File: src/hdl/ext_port_pkg.sv
// package: external port bank windows, access types and request carriers
package ext_port_pkg;

    localparam int ADDR_W   = 32;
    localparam int NUM_BANK = 4;

    // asynchronous memory windows (normal-word addresses)
    localparam logic [31:0] ASYNC_B0_LO = 32'h0020_0000;
    localparam logic [31:0] ASYNC_B0_HI = 32'h007F_FFFF;
    localparam logic [31:0] ASYNC_B1_LO = 32'h0400_0000;
    localparam logic [31:0] ASYNC_B1_HI = 32'h047F_FFFF;
    localparam logic [31:0] ASYNC_B2_LO = 32'h0800_0000;
    localparam logic [31:0] ASYNC_B2_HI = 32'h087F_FFFF;
    localparam logic [31:0] ASYNC_B3_LO = 32'h0C00_0000;
    localparam logic [31:0] ASYNC_B3_HI = 32'h0C7F_FFFF;

    // synchronous dram windows
    localparam logic [31:0] SYNC_B0_LO = 32'h0020_0000;
    localparam logic [31:0] SYNC_B0_HI = 32'h03FF_FFFF;
    localparam logic [31:0] SYNC_B1_LO = 32'h0400_0000;
    localparam logic [31:0] SYNC_B1_HI = 32'h07FF_FFFF;
    localparam logic [31:0] SYNC_B2_LO = 32'h0800_0000;
    localparam logic [31:0] SYNC_B2_HI = 32'h0BFF_FFFF;
    localparam logic [31:0] SYNC_B3_LO = 32'h0C00_0000;
    localparam logic [31:0] SYNC_B3_HI = 32'h0FFF_FFFF;

    // bank 0 instruction fetch windows
    localparam logic [31:0] FETCH_BASE_LO = 32'h0020_0000;
    localparam logic [31:0] FETCH_BASE_HI = 32'h005F_FFFF;
    localparam logic [31:0] FETCH_VAR_LO  = 32'h0060_0000;
    localparam logic [31:0] FETCH_VAR_HI  = 32'h00FF_FFFF;

    // dram bank capacity code: 0 = 4M bytes .. 6 = 256M bytes
    localparam logic [2:0] DRAM_SIZE_MIN = 3'h0;
    localparam logic [2:0] DRAM_SIZE_MAX = 3'h6;

    localparam int TIME_W = 4;
    localparam logic [TIME_W-1:0] WAIT_RST = 4'h2;

    typedef enum logic [1:0] {
        ACC_DATA      = 2'h0,
        ACC_DATA_SIMD = 2'h1,
        ACC_FETCH_BASE = 2'h2,
        ACC_FETCH_VAR  = 2'h3
    } acc_kind_t;

    typedef struct packed {
        logic [31:0] addr;
        logic        write;
        acc_kind_t   kind;
        logic [31:0] wdata_x;
        logic [31:0] wdata_y;
    } ext_req_t;

    typedef struct packed {
        logic        is_sync;
        logic [2:0]  dram_size;
        logic [TIME_W-1:0] wait_cycles;
    } bank_cfg_t;

    typedef struct packed {
        logic [31:0] rdata_x;
        logic [31:0] rdata_y;
        logic        fault;
    } ext_rsp_t;

endpackage

File: src/hdl/external_port_bank_decoder.sv
// external port: core/dma arbitration, bank decode and memory cycle sequencing
// Functional notes
// - address space has four banks, each set to asynchronous or synchronous memory
// - async bank 0 window is 0x0020_0000 to 0x007F_FFFF
// - async banks 1-3 are 8M-word windows at 0x04, 0x08, 0x0C million bases
// - partly filled async banks keep fixed windows, never made contiguous
// - async interface keeps separate timing settings for every bank
// - dram bank 0 window is 0x0020_0000 to 0x03FF_FFFF
// - dram banks 1-3 are 64M-word windows at their fixed bases
// - one active-low select line per bank
// - each dram bank capacity configurable from 4M to 256M bytes
// - dram controller timing is programmable for slower devices
// - windows are normal-word addresses; code and data must not overlap
// - simd normal-word dram access moves secondary word on 64-bit data bus
// - instruction fetches allowed only from bank 0
// - base format fetch window is 0x0020_0000 to 0x005F_FFFF
// - compressed fetch window is 0x0060_0000 to 0x00FF_FFFF, up to three per fetch
// - arbiter serialises core and dma transfers onto the single port
`timescale 1ns/1ns
module external_port_bank_decoder
    import ext_port_pkg::*;
#(
    parameter int DATA_W = 64
) (
    // clock and reset
    input  wire logic                      clk,
    input  wire logic                      rst_n,
    // bank configuration
    input  wire ext_port_pkg::bank_cfg_t   bank_cfg [ext_port_pkg::NUM_BANK],
    input  wire logic [ext_port_pkg::TIME_W-1:0] dram_cas_cycles,
    // core master
    input  wire logic                      core_valid,
    output logic                           core_ready,
    input  wire ext_port_pkg::ext_req_t    core_req,
    output logic                           core_done,
    // dma master
    input  wire logic                      dma_valid,
    output logic                           dma_ready,
    input  wire ext_port_pkg::ext_req_t    dma_req,
    output logic                           dma_done,
    // shared response
    output ext_port_pkg::ext_rsp_t         rsp,
    // external memory port
    output logic [ext_port_pkg::NUM_BANK-1:0] mem_bank_select_n,
    output logic [31:0]                    ext_addr,
    output logic                           ext_rd_n,
    output logic                           ext_wr_n,
    output logic                           dram_cycle,
    input  wire logic [DATA_W-1:0]         ext_port_data_in,
    output logic [DATA_W-1:0]              ext_port_data_out,
    output logic                           ext_port_data_oe
);
    import ext_port_pkg::*;

    // elaboration checks: data path and decode tables are fixed to these sizes
    if (DATA_W != 64) begin : g_chk_data_w
        $error("external port data bus must be 64 bits wide");
    end
    if (NUM_BANK != 4) begin : g_chk_banks
        $error("bank decode tables are written for four banks");
    end
    if (TIME_W < 2) begin : g_chk_time_w
        $error("wait counter too narrow for the reset wait value");
    end

    typedef enum logic [3:0] {
        ST_IDLE = 4'b0001,
        ST_SETUP = 4'b0010,
        ST_XFER = 4'b0100,
        ST_DONE = 4'b1000
    } state_t;

    logic              rst_s1_r;
    logic              rst_sync_n;
    state_t            state_r;
    ext_req_t          cur_r;
    logic              cur_dma_r;
    logic              last_dma_r;
    logic [NUM_BANK-1:0] sel_r;
    logic              sync_r;
    logic [TIME_W-1:0] cnt_r;
    logic [NUM_BANK-1:0] hit;
    logic              grant_core;
    logic              grant_dma;
    logic              take;
    ext_req_t          win_req;
    logic [2:0]        size_cap [NUM_BANK];
    logic [31:0]       lo_a [NUM_BANK];
    logic [31:0]       hi_a [NUM_BANK];
    logic [31:0]       lo_s [NUM_BANK];
    logic [31:0]       hi_s [NUM_BANK];
    logic              fetch_ok;
    logic [31:0]       dram_top [NUM_BANK];

    // reset release
    always_ff @(posedge clk or negedge rst_n) begin
        if (!rst_n) begin
            rst_s1_r   <= 1'b0;
            rst_sync_n <= 1'b0;
        end else begin
            rst_s1_r   <= 1'b1;
            rst_sync_n <= rst_s1_r;
        end
    end

    // fixed windows per bank; not compacted when partly populated
    assign lo_a[0] = ASYNC_B0_LO;
    assign hi_a[0] = ASYNC_B0_HI;
    assign lo_a[1] = ASYNC_B1_LO;
    assign hi_a[1] = ASYNC_B1_HI;
    assign lo_a[2] = ASYNC_B2_LO;
    assign hi_a[2] = ASYNC_B2_HI;
    assign lo_a[3] = ASYNC_B3_LO;
    assign hi_a[3] = ASYNC_B3_HI;
    assign lo_s[0] = SYNC_B0_LO;
    assign hi_s[0] = SYNC_B0_HI;
    assign lo_s[1] = SYNC_B1_LO;
    assign hi_s[1] = SYNC_B1_HI;
    assign lo_s[2] = SYNC_B2_LO;
    assign hi_s[2] = SYNC_B2_HI;
    assign lo_s[3] = SYNC_B3_LO;
    assign hi_s[3] = SYNC_B3_HI;

    // arbitration: round robin between core and dma
    assign grant_core = (state_r == ST_IDLE) && core_valid && (!dma_valid || last_dma_r);
    assign grant_dma  = (state_r == ST_IDLE) && dma_valid && (!core_valid || !last_dma_r);
    assign take       = grant_core || grant_dma;
    assign win_req    = grant_dma ? dma_req : core_req;
    assign core_ready = grant_core;
    assign dma_ready  = grant_dma;

    // fetches only from bank 0 inside the format's own window
    always_comb begin
        fetch_ok = 1'b1;
        case (win_req.kind)
            ACC_FETCH_BASE: fetch_ok = (win_req.addr >= FETCH_BASE_LO)
                                    && (win_req.addr <= FETCH_BASE_HI);
            ACC_FETCH_VAR:  fetch_ok = (win_req.addr >= FETCH_VAR_LO)
                                    && (win_req.addr <= FETCH_VAR_HI);
            default:        fetch_ok = 1'b1;
        endcase
    end

    // bank decode per bank; dram banks limited to configured capacity
    genvar g;
    generate
        for (g = 0; g < NUM_BANK; g++) begin : g_bank
            // capacity in 32-bit words: 1M words << code, clamped to 256M bytes
            assign size_cap[g] = (bank_cfg[g].dram_size > DRAM_SIZE_MAX) ?
                                 DRAM_SIZE_MAX : bank_cfg[g].dram_size;
            assign dram_top[g] = lo_s[g] + ((32'h0010_0000 << size_cap[g]) - 32'h1);
            always_comb begin
                if (bank_cfg[g].is_sync) begin
                    hit[g] = (win_req.addr >= lo_s[g]) && (win_req.addr <= hi_s[g])
                          && (win_req.addr <= dram_top[g]);
                end else begin
                    hit[g] = (win_req.addr >= lo_a[g]) && (win_req.addr <= hi_a[g]);
                end
                if ((win_req.kind == ACC_FETCH_BASE || win_req.kind == ACC_FETCH_VAR)
                    && g != 0) begin
                    hit[g] = 1'b0;
                end
            end
        end
    endgenerate

    // request capture and port state
    always_ff @(posedge clk or negedge rst_sync_n) begin
        if (!rst_sync_n) begin
            state_r    <= ST_IDLE;
            cur_r      <= '0;
            cur_dma_r  <= 1'b0;
            last_dma_r <= 1'b0;
            sel_r      <= '0;
            sync_r     <= 1'b0;
            cnt_r      <= WAIT_RST;
        end else begin
            case (state_r)
                ST_IDLE: begin
                    if (take) begin
                        cur_r      <= win_req;
                        cur_dma_r  <= grant_dma;
                        last_dma_r <= grant_dma;
                        sel_r      <= fetch_ok ? hit : '0;
                        sync_r     <= 1'b0;
                        for (int i = 0; i < NUM_BANK; i++) begin
                            if (hit[i] && bank_cfg[i].is_sync) begin
                                sync_r <= 1'b1;
                            end
                        end
                        state_r <= (fetch_ok && (hit != '0)) ? ST_SETUP : ST_DONE;
                    end
                end
                ST_SETUP: begin
                    // per-bank wait for async, programmable latency for dram
                    cnt_r <= sync_r ? dram_cas_cycles : bank_cfg_wait(sel_r);
                    state_r <= ST_XFER;
                end
                ST_XFER: begin
                    if (cnt_r == '0) begin
                        state_r <= ST_DONE;
                    end else begin
                        cnt_r <= cnt_r - 1'b1;
                    end
                end
                ST_DONE: begin
                    sel_r   <= '0;
                    state_r <= ST_IDLE;
                end
                default: state_r <= ST_IDLE;
            endcase
        end
    end

    function automatic logic [TIME_W-1:0] bank_cfg_wait(input logic [NUM_BANK-1:0] s);
        logic [TIME_W-1:0] w;
        w = '0;
        for (int i = 0; i < NUM_BANK; i++) begin
            if (s[i]) begin
                w = bank_cfg[i].wait_cycles;
            end
        end
        return w;
    endfunction

    // external pins
    always_ff @(posedge clk or negedge rst_sync_n) begin
        if (!rst_sync_n) begin
            mem_bank_select_n <= '1;
            ext_addr          <= '0;
            ext_rd_n          <= 1'b1;
            ext_wr_n          <= 1'b1;
            dram_cycle        <= 1'b0;
            ext_port_data_out <= '0;
            ext_port_data_oe  <= 1'b0;
        end else begin
            if (state_r == ST_SETUP) begin
                mem_bank_select_n <= ~sel_r;
                ext_addr          <= cur_r.addr;
                ext_rd_n          <= cur_r.write;
                ext_wr_n          <= ~cur_r.write;
                dram_cycle        <= sync_r;
                ext_port_data_oe  <= cur_r.write;
                ext_port_data_out <= {(sync_r && cur_r.kind == ACC_DATA_SIMD) ?
                                      cur_r.wdata_y : 32'h0, cur_r.wdata_x};
            end else if (state_r == ST_XFER && cnt_r == '0) begin
                mem_bank_select_n <= '1;
                ext_rd_n          <= 1'b1;
                ext_wr_n          <= 1'b1;
                dram_cycle        <= 1'b0;
                ext_port_data_oe  <= 1'b0;
            end
        end
    end

    // response and completion pulses
    always_ff @(posedge clk or negedge rst_sync_n) begin
        if (!rst_sync_n) begin
            rsp       <= '0;
            core_done <= 1'b0;
            dma_done  <= 1'b0;
        end else begin
            core_done <= 1'b0;
            dma_done  <= 1'b0;
            if (state_r == ST_XFER && cnt_r == '0) begin
                rsp.rdata_x <= ext_port_data_in[31:0];
                rsp.rdata_y <= (sync_r && cur_r.kind == ACC_DATA_SIMD) ?
                               ext_port_data_in[63:32] : 32'h0;
                rsp.fault   <= 1'b0;
            end
            if (state_r == ST_DONE) begin
                core_done <= !cur_dma_r;
                dma_done  <= cur_dma_r;
                if (sel_r == '0) begin
                    rsp <= '{rdata_x: 32'h0, rdata_y: 32'h0, fault: 1'b1};
                end
            end
        end
    end

endmodule // external_port_bank_decoder

File: config.mk
export PLATFORM = sky130hd
export DESIGN_NAME = external_port_bank_decoder
export DESIGN_NICKNAME = d
export VERILOG_FILES = /design/src/hdl/ext_port_pkg.sv /design/src/hdl/external_port_bank_decoder.sv
export SDC_FILE = /design/constraint.sdc
export NUM_CORES = 1
export LEC_CHECK = 0
export BUFFER_PORTS_ARGS = -buffer_cell sky130_fd_sc_hd__buf_4
export CAP_MARGIN = 10
export CORE_AREA = 5 5 183 185
export DETAILED_ROUTE_END_ITERATION = 8
export DIE_AREA = 0 0 188 190
export PLACE_DENSITY_LB_ADDON = 0.15
export SLEW_MARGIN = 20
export SYNTH_ARGS = -nofsm -noshare
export SYNTH_HDL_FRONTEND = slang
export SYNTH_SLANG_ARGS = --single-unit
File: constraint.sdc
create_clock -name clk -period 23.4 [get_ports clk]
set_input_delay 4.68 -clock clk [delete_from_list [all_inputs] [get_ports clk]]
set_output_delay 4.68 -clock clk [all_outputs]
set_load 0.03 [all_outputs]
==> summary.json <==
{
  "run_status": "completed",
  "worst-endpoint-required_ns": 18.72,
  "gp_congestion": 0.8699,
  "drt-initial-drc-count": 930,
  "synth.ff_latch_count": 286,
  "cts_tree": "done",
  "crit_top_cell": "sky130_fd_sc_hd__buf_4",
  "synthDistinctLibCells": 65,
  "synthesis.yosys.warnings": 0,
  "unrepaired_setup_endpoints_after_global_routing": "false",
  "core_area_um2": 31880,
  "placementRows": 66,
  "die_area_um2": 35720,
  "synth_ff_type": "sky130_fd_sc_hd__dfrtp_1",
  "postCtsSetupBuffers": 0,
  "critical-path-slowest-cell": "sky130_fd_sc_hd__a21boi_1",
  "post_synth_top_area_cell": "sky130_fd_sc_hd__dfrtp_1",
  "clock-skew-final_ns": 0.02427,
  "path_cells": "buf_4 > a21boi_1 > nand2_8 > inv_2 > buf_4",
  "postSynthAreaPerCell_um2": 8.757,
  "grt_antenna_before_repair": 4,
  "timing.rr.end": "state_r[1]",
  "cts_resized": 0,
  "cellPowerDensity_nw_per_um2": 108.0,
  "per_cell_via_count_in_the_routed_design": 5.293,
  "timing.critical_path.from": "core_valid",
  "grt_start_max_net_pins": 125,
  "post-dp-hpwl_um": 32600,
  "report.power.total_uw": 1971,
  "gr-total-overflow": 0,
  "grt_pass1_vias": 12150,
  "htreeDepth": 1,
  "worstPathBufferInverterCount": 3,
  "nNetsFinal": 2278,
  "ant_nets": 0,
  "worstPathMaxFanout": 124,
  "route.detailed.drc": 0,
  "critical_path.startpoint_type": "primary input",
  "hold_worst_slack_ns": 0.3559,
  "synthesis.area_um2": 13260,
  "syn-instance-count": 1514,
  "gr_usage_total": 0.2445,
  "routedWlPerCell_um": 19.14,
  "syn_to_final_growth_pct": 37.66,
  "final_layout_size_suffix_gt1_frac": 0.2915,
  "timing.hold.worst_endpoint": "rst_sync_n",
  "clock_latency_ns": 0.55,
  "seq_area_frac_synth": 0.5406,
  "finalWorstPathRequiredPeriod_ns": 11.53,
  "async_flop_share": 1.000,
  "remaining_max_slew_budget_at_the_tightest_pin": 0.2683,
  "timing_worst_setup_path_type": "in -> out",
  "class_of_the_most_critical_hold_timing_path": "reg -> reg",
  "fp.dieH_um": 190,
  "synth_top_area_frac": 0.5247,
  "routed_wl_um": 45490,
  "drt-pass1-iter-count": 7,
  "max-clock-path-buffers": 3,
  "root_buffer": "sky130_fd_sc_hd__clkbuf_16",
  "floorplan.initialDensity": 0.4159,
  "endpoints_failing_hold": 0,
  "worstHoldStart": "rst_s1_r",
  "cts_hold_buf": 0,
  "tritoncts_num_sinks": 286,
  "clk_pin_slew_ns": 0.06,
  "power.ir.vdd_worst_mv": 0.06541,
  "reg2reg_setup_slack_ns": 18.33,
  "crit-reg2reg-launch": "state_r[0]",
  "timing_worst_slew_pin_value_ns": 1.098,
  "final.period_utilization": 0.4928,
  "top_level_ports": 475,
  "drv.max_cap_violation_count": 0,
  "worst_hold_path.num_cells": 0,
  "max_freq_ghz": 0.08672,
  "final_max_slew_viol_count": 0,
  "io_buffer_count": 474,
  "timing.final.setup_violations": 0,
  "number_of_fill_cells_in_the_layout": 2913,
  "cts_inserted_buffers": 31,
  "yosys-top-cells-area": "sky130_fd_sc_hd__dfrtp_1 52%, sky130_fd_sc_hd__nand2_1 15%, sky130_fd_sc_hd__a31oi_1 4.8%",
  "synth-edff-count": 0,
  "r2r_cells": 14,
  "dr_total_vias": 12580,
  "die-width_um": 188,
  "layout.cells.most_common": "sky130_fd_sc_hd__nand2_1",
  "grt_first_pass_wirelength_um": 70520,
  "crit_family": "buffers and inverters",
  "worst-path-stages": 5,
  "layout.cells.most_common_list": "525 x sky130_fd_sc_hd__nand2_1, 489 x sky130_fd_sc_hd__buf_4, 277 x sky130_fd_sc_hd__dfrtp_1",
  "timing.critical_path.to_type": "primary output",
  "arrival_time_at_the_worst_endpoint_ns": 6.85,
  "cpPeakStageDelay_ns": 0.62,
  "setup_total_negative_slack_ns": 0,
  "power.leakage_uw": 0.009261
}
-- cell usage after synthesis, types with 3 or more instances --
master,n
sky130_fd_sc_hd__or4_1,3
sky130_fd_sc_hd__nor3_1,15
sky130_fd_sc_hd__a211o_1,3
sky130_fd_sc_hd__nor4_1,3
sky130_fd_sc_hd__nand3b_1,4
sky130_fd_sc_hd__a22o_1,32
sky130_fd_sc_hd__a21o_1,8
sky130_fd_sc_hd__a31oi_1,102
sky130_fd_sc_hd__nand2_1,525
sky130_fd_sc_hd__nand2b_1,3
sky130_fd_sc_hd__a211oi_1,9
sky130_fd_sc_hd__nand4_1,14
sky130_fd_sc_hd__nor2_1,126
sky130_fd_sc_hd__nor4b_1,3
sky130_fd_sc_hd__a22oi_1,3
sky130_fd_sc_hd__nand4b_1,5
sky130_fd_sc_hd__and3_1,6
sky130_fd_sc_hd__clkbuf_1,94
sky130_fd_sc_hd__a21oi_1,96
sky130_fd_sc_hd__ha_1,34
sky130_fd_sc_hd__a221oi_1,3
sky130_fd_sc_hd__inv_1,7
sky130_fd_sc_hd__nand3_1,41
sky130_fd_sc_hd__dfstp_2,8
sky130_fd_sc_hd__o21bai_1,3
sky130_fd_sc_hd__mux2i_1,3
sky130_fd_sc_hd__o21ai_0,28
sky130_fd_sc_hd__dfrtp_1,278
sky130_fd_sc_hd__nor3b_1,3
sky130_fd_sc_hd__nor2b_1,3
sky130_fd_sc_hd__or2_2,3
-- kinds of logic after synthesis --
logic type      count (synthesis)  share of synthesized area
compound gates                305                     0.1460
xor+xnor                        1                  0.0006607
fa+ha+maj                      34                    0.03209
buf+inv                       108                    0.03180
flops                         286                     0.5406
mux                             5                   0.003964
other cells                     2                  0.0005665
simple gates                  773                     0.2443
-- per-stage QoR --
step	utilization	area (µm²)	instances	setup WS [ns]
after floorplan	-	13280	1520	12.76
after global placement	0.5371	17120	2317	11.98
after detailed placement	0.5371	17120	2317	11.91
after CTS	0.5723	18240	2374	11.90
after global routing	0.5725	18250	2377	11.70
final	0.5725	18250	2377	11.87
-- state kept, by name (all words and copies together) (netlist names) --
name               cells
cnt_r                  4
core_done              1
cur_r                 99
dma_done               1
dram_cycle             1
ext_addr              32
ext_port_data_oe       1
ext_port_data_out     64
ext_rd_n               1
ext_wr_n               1
last_dma_r             1
mem_bank_select_n      4
rsp                   65
rst_s1_r               1
rst_sync_n             1
sel_r                  4
state_r                4
sync_r                 1
-- metal layers --
layer / track usage / vias to the layer above / wire length (µm)
met5: 0 / - / 7
met4: 0.08103 / 2 / 1446
met3: 0.04606 / 79 / 3024
met2: 0.4036 / 471 / 22200
met1: 0.3275 / 5994 / 18810
li1: - / 6036 / -
-- layout make-up --
type,count,area (µm²),area share
Antenna cell,3,7.507,0.0004114
Multi-Input combinational cell,1126,5736,0.3143
Timing Repair Buffer,489,3671,0.2012
Tap cell,408,510.5,0.02797
Inverter,8,31.28,0.001714
Sequential cell,286,7171,0.3929
Clock buffer,42,877.1,0.04806
Clock inverter,15,246.5,0.01351
-- report_power, final --
part           internal, µW  total (µW)  switching [µW]  leakage, µW
clock                   329         532             202     0.000543
sequential              654         746            92.4      0.00366
combinational           261         694             433      0.00506
-- how the worst max path moves through the flow --
stage / slack (ns) / endpoint
floorplan: 12.76 / dma_ready
global placement: 11.98 / dma_ready
detailed placement: 11.91 / dma_ready
CTS: 11.90 / dma_ready
global route: 11.70 / dma_ready
finish: 11.87 / dma_ready
Note: power is estimated with default switching activity, not from simulation.
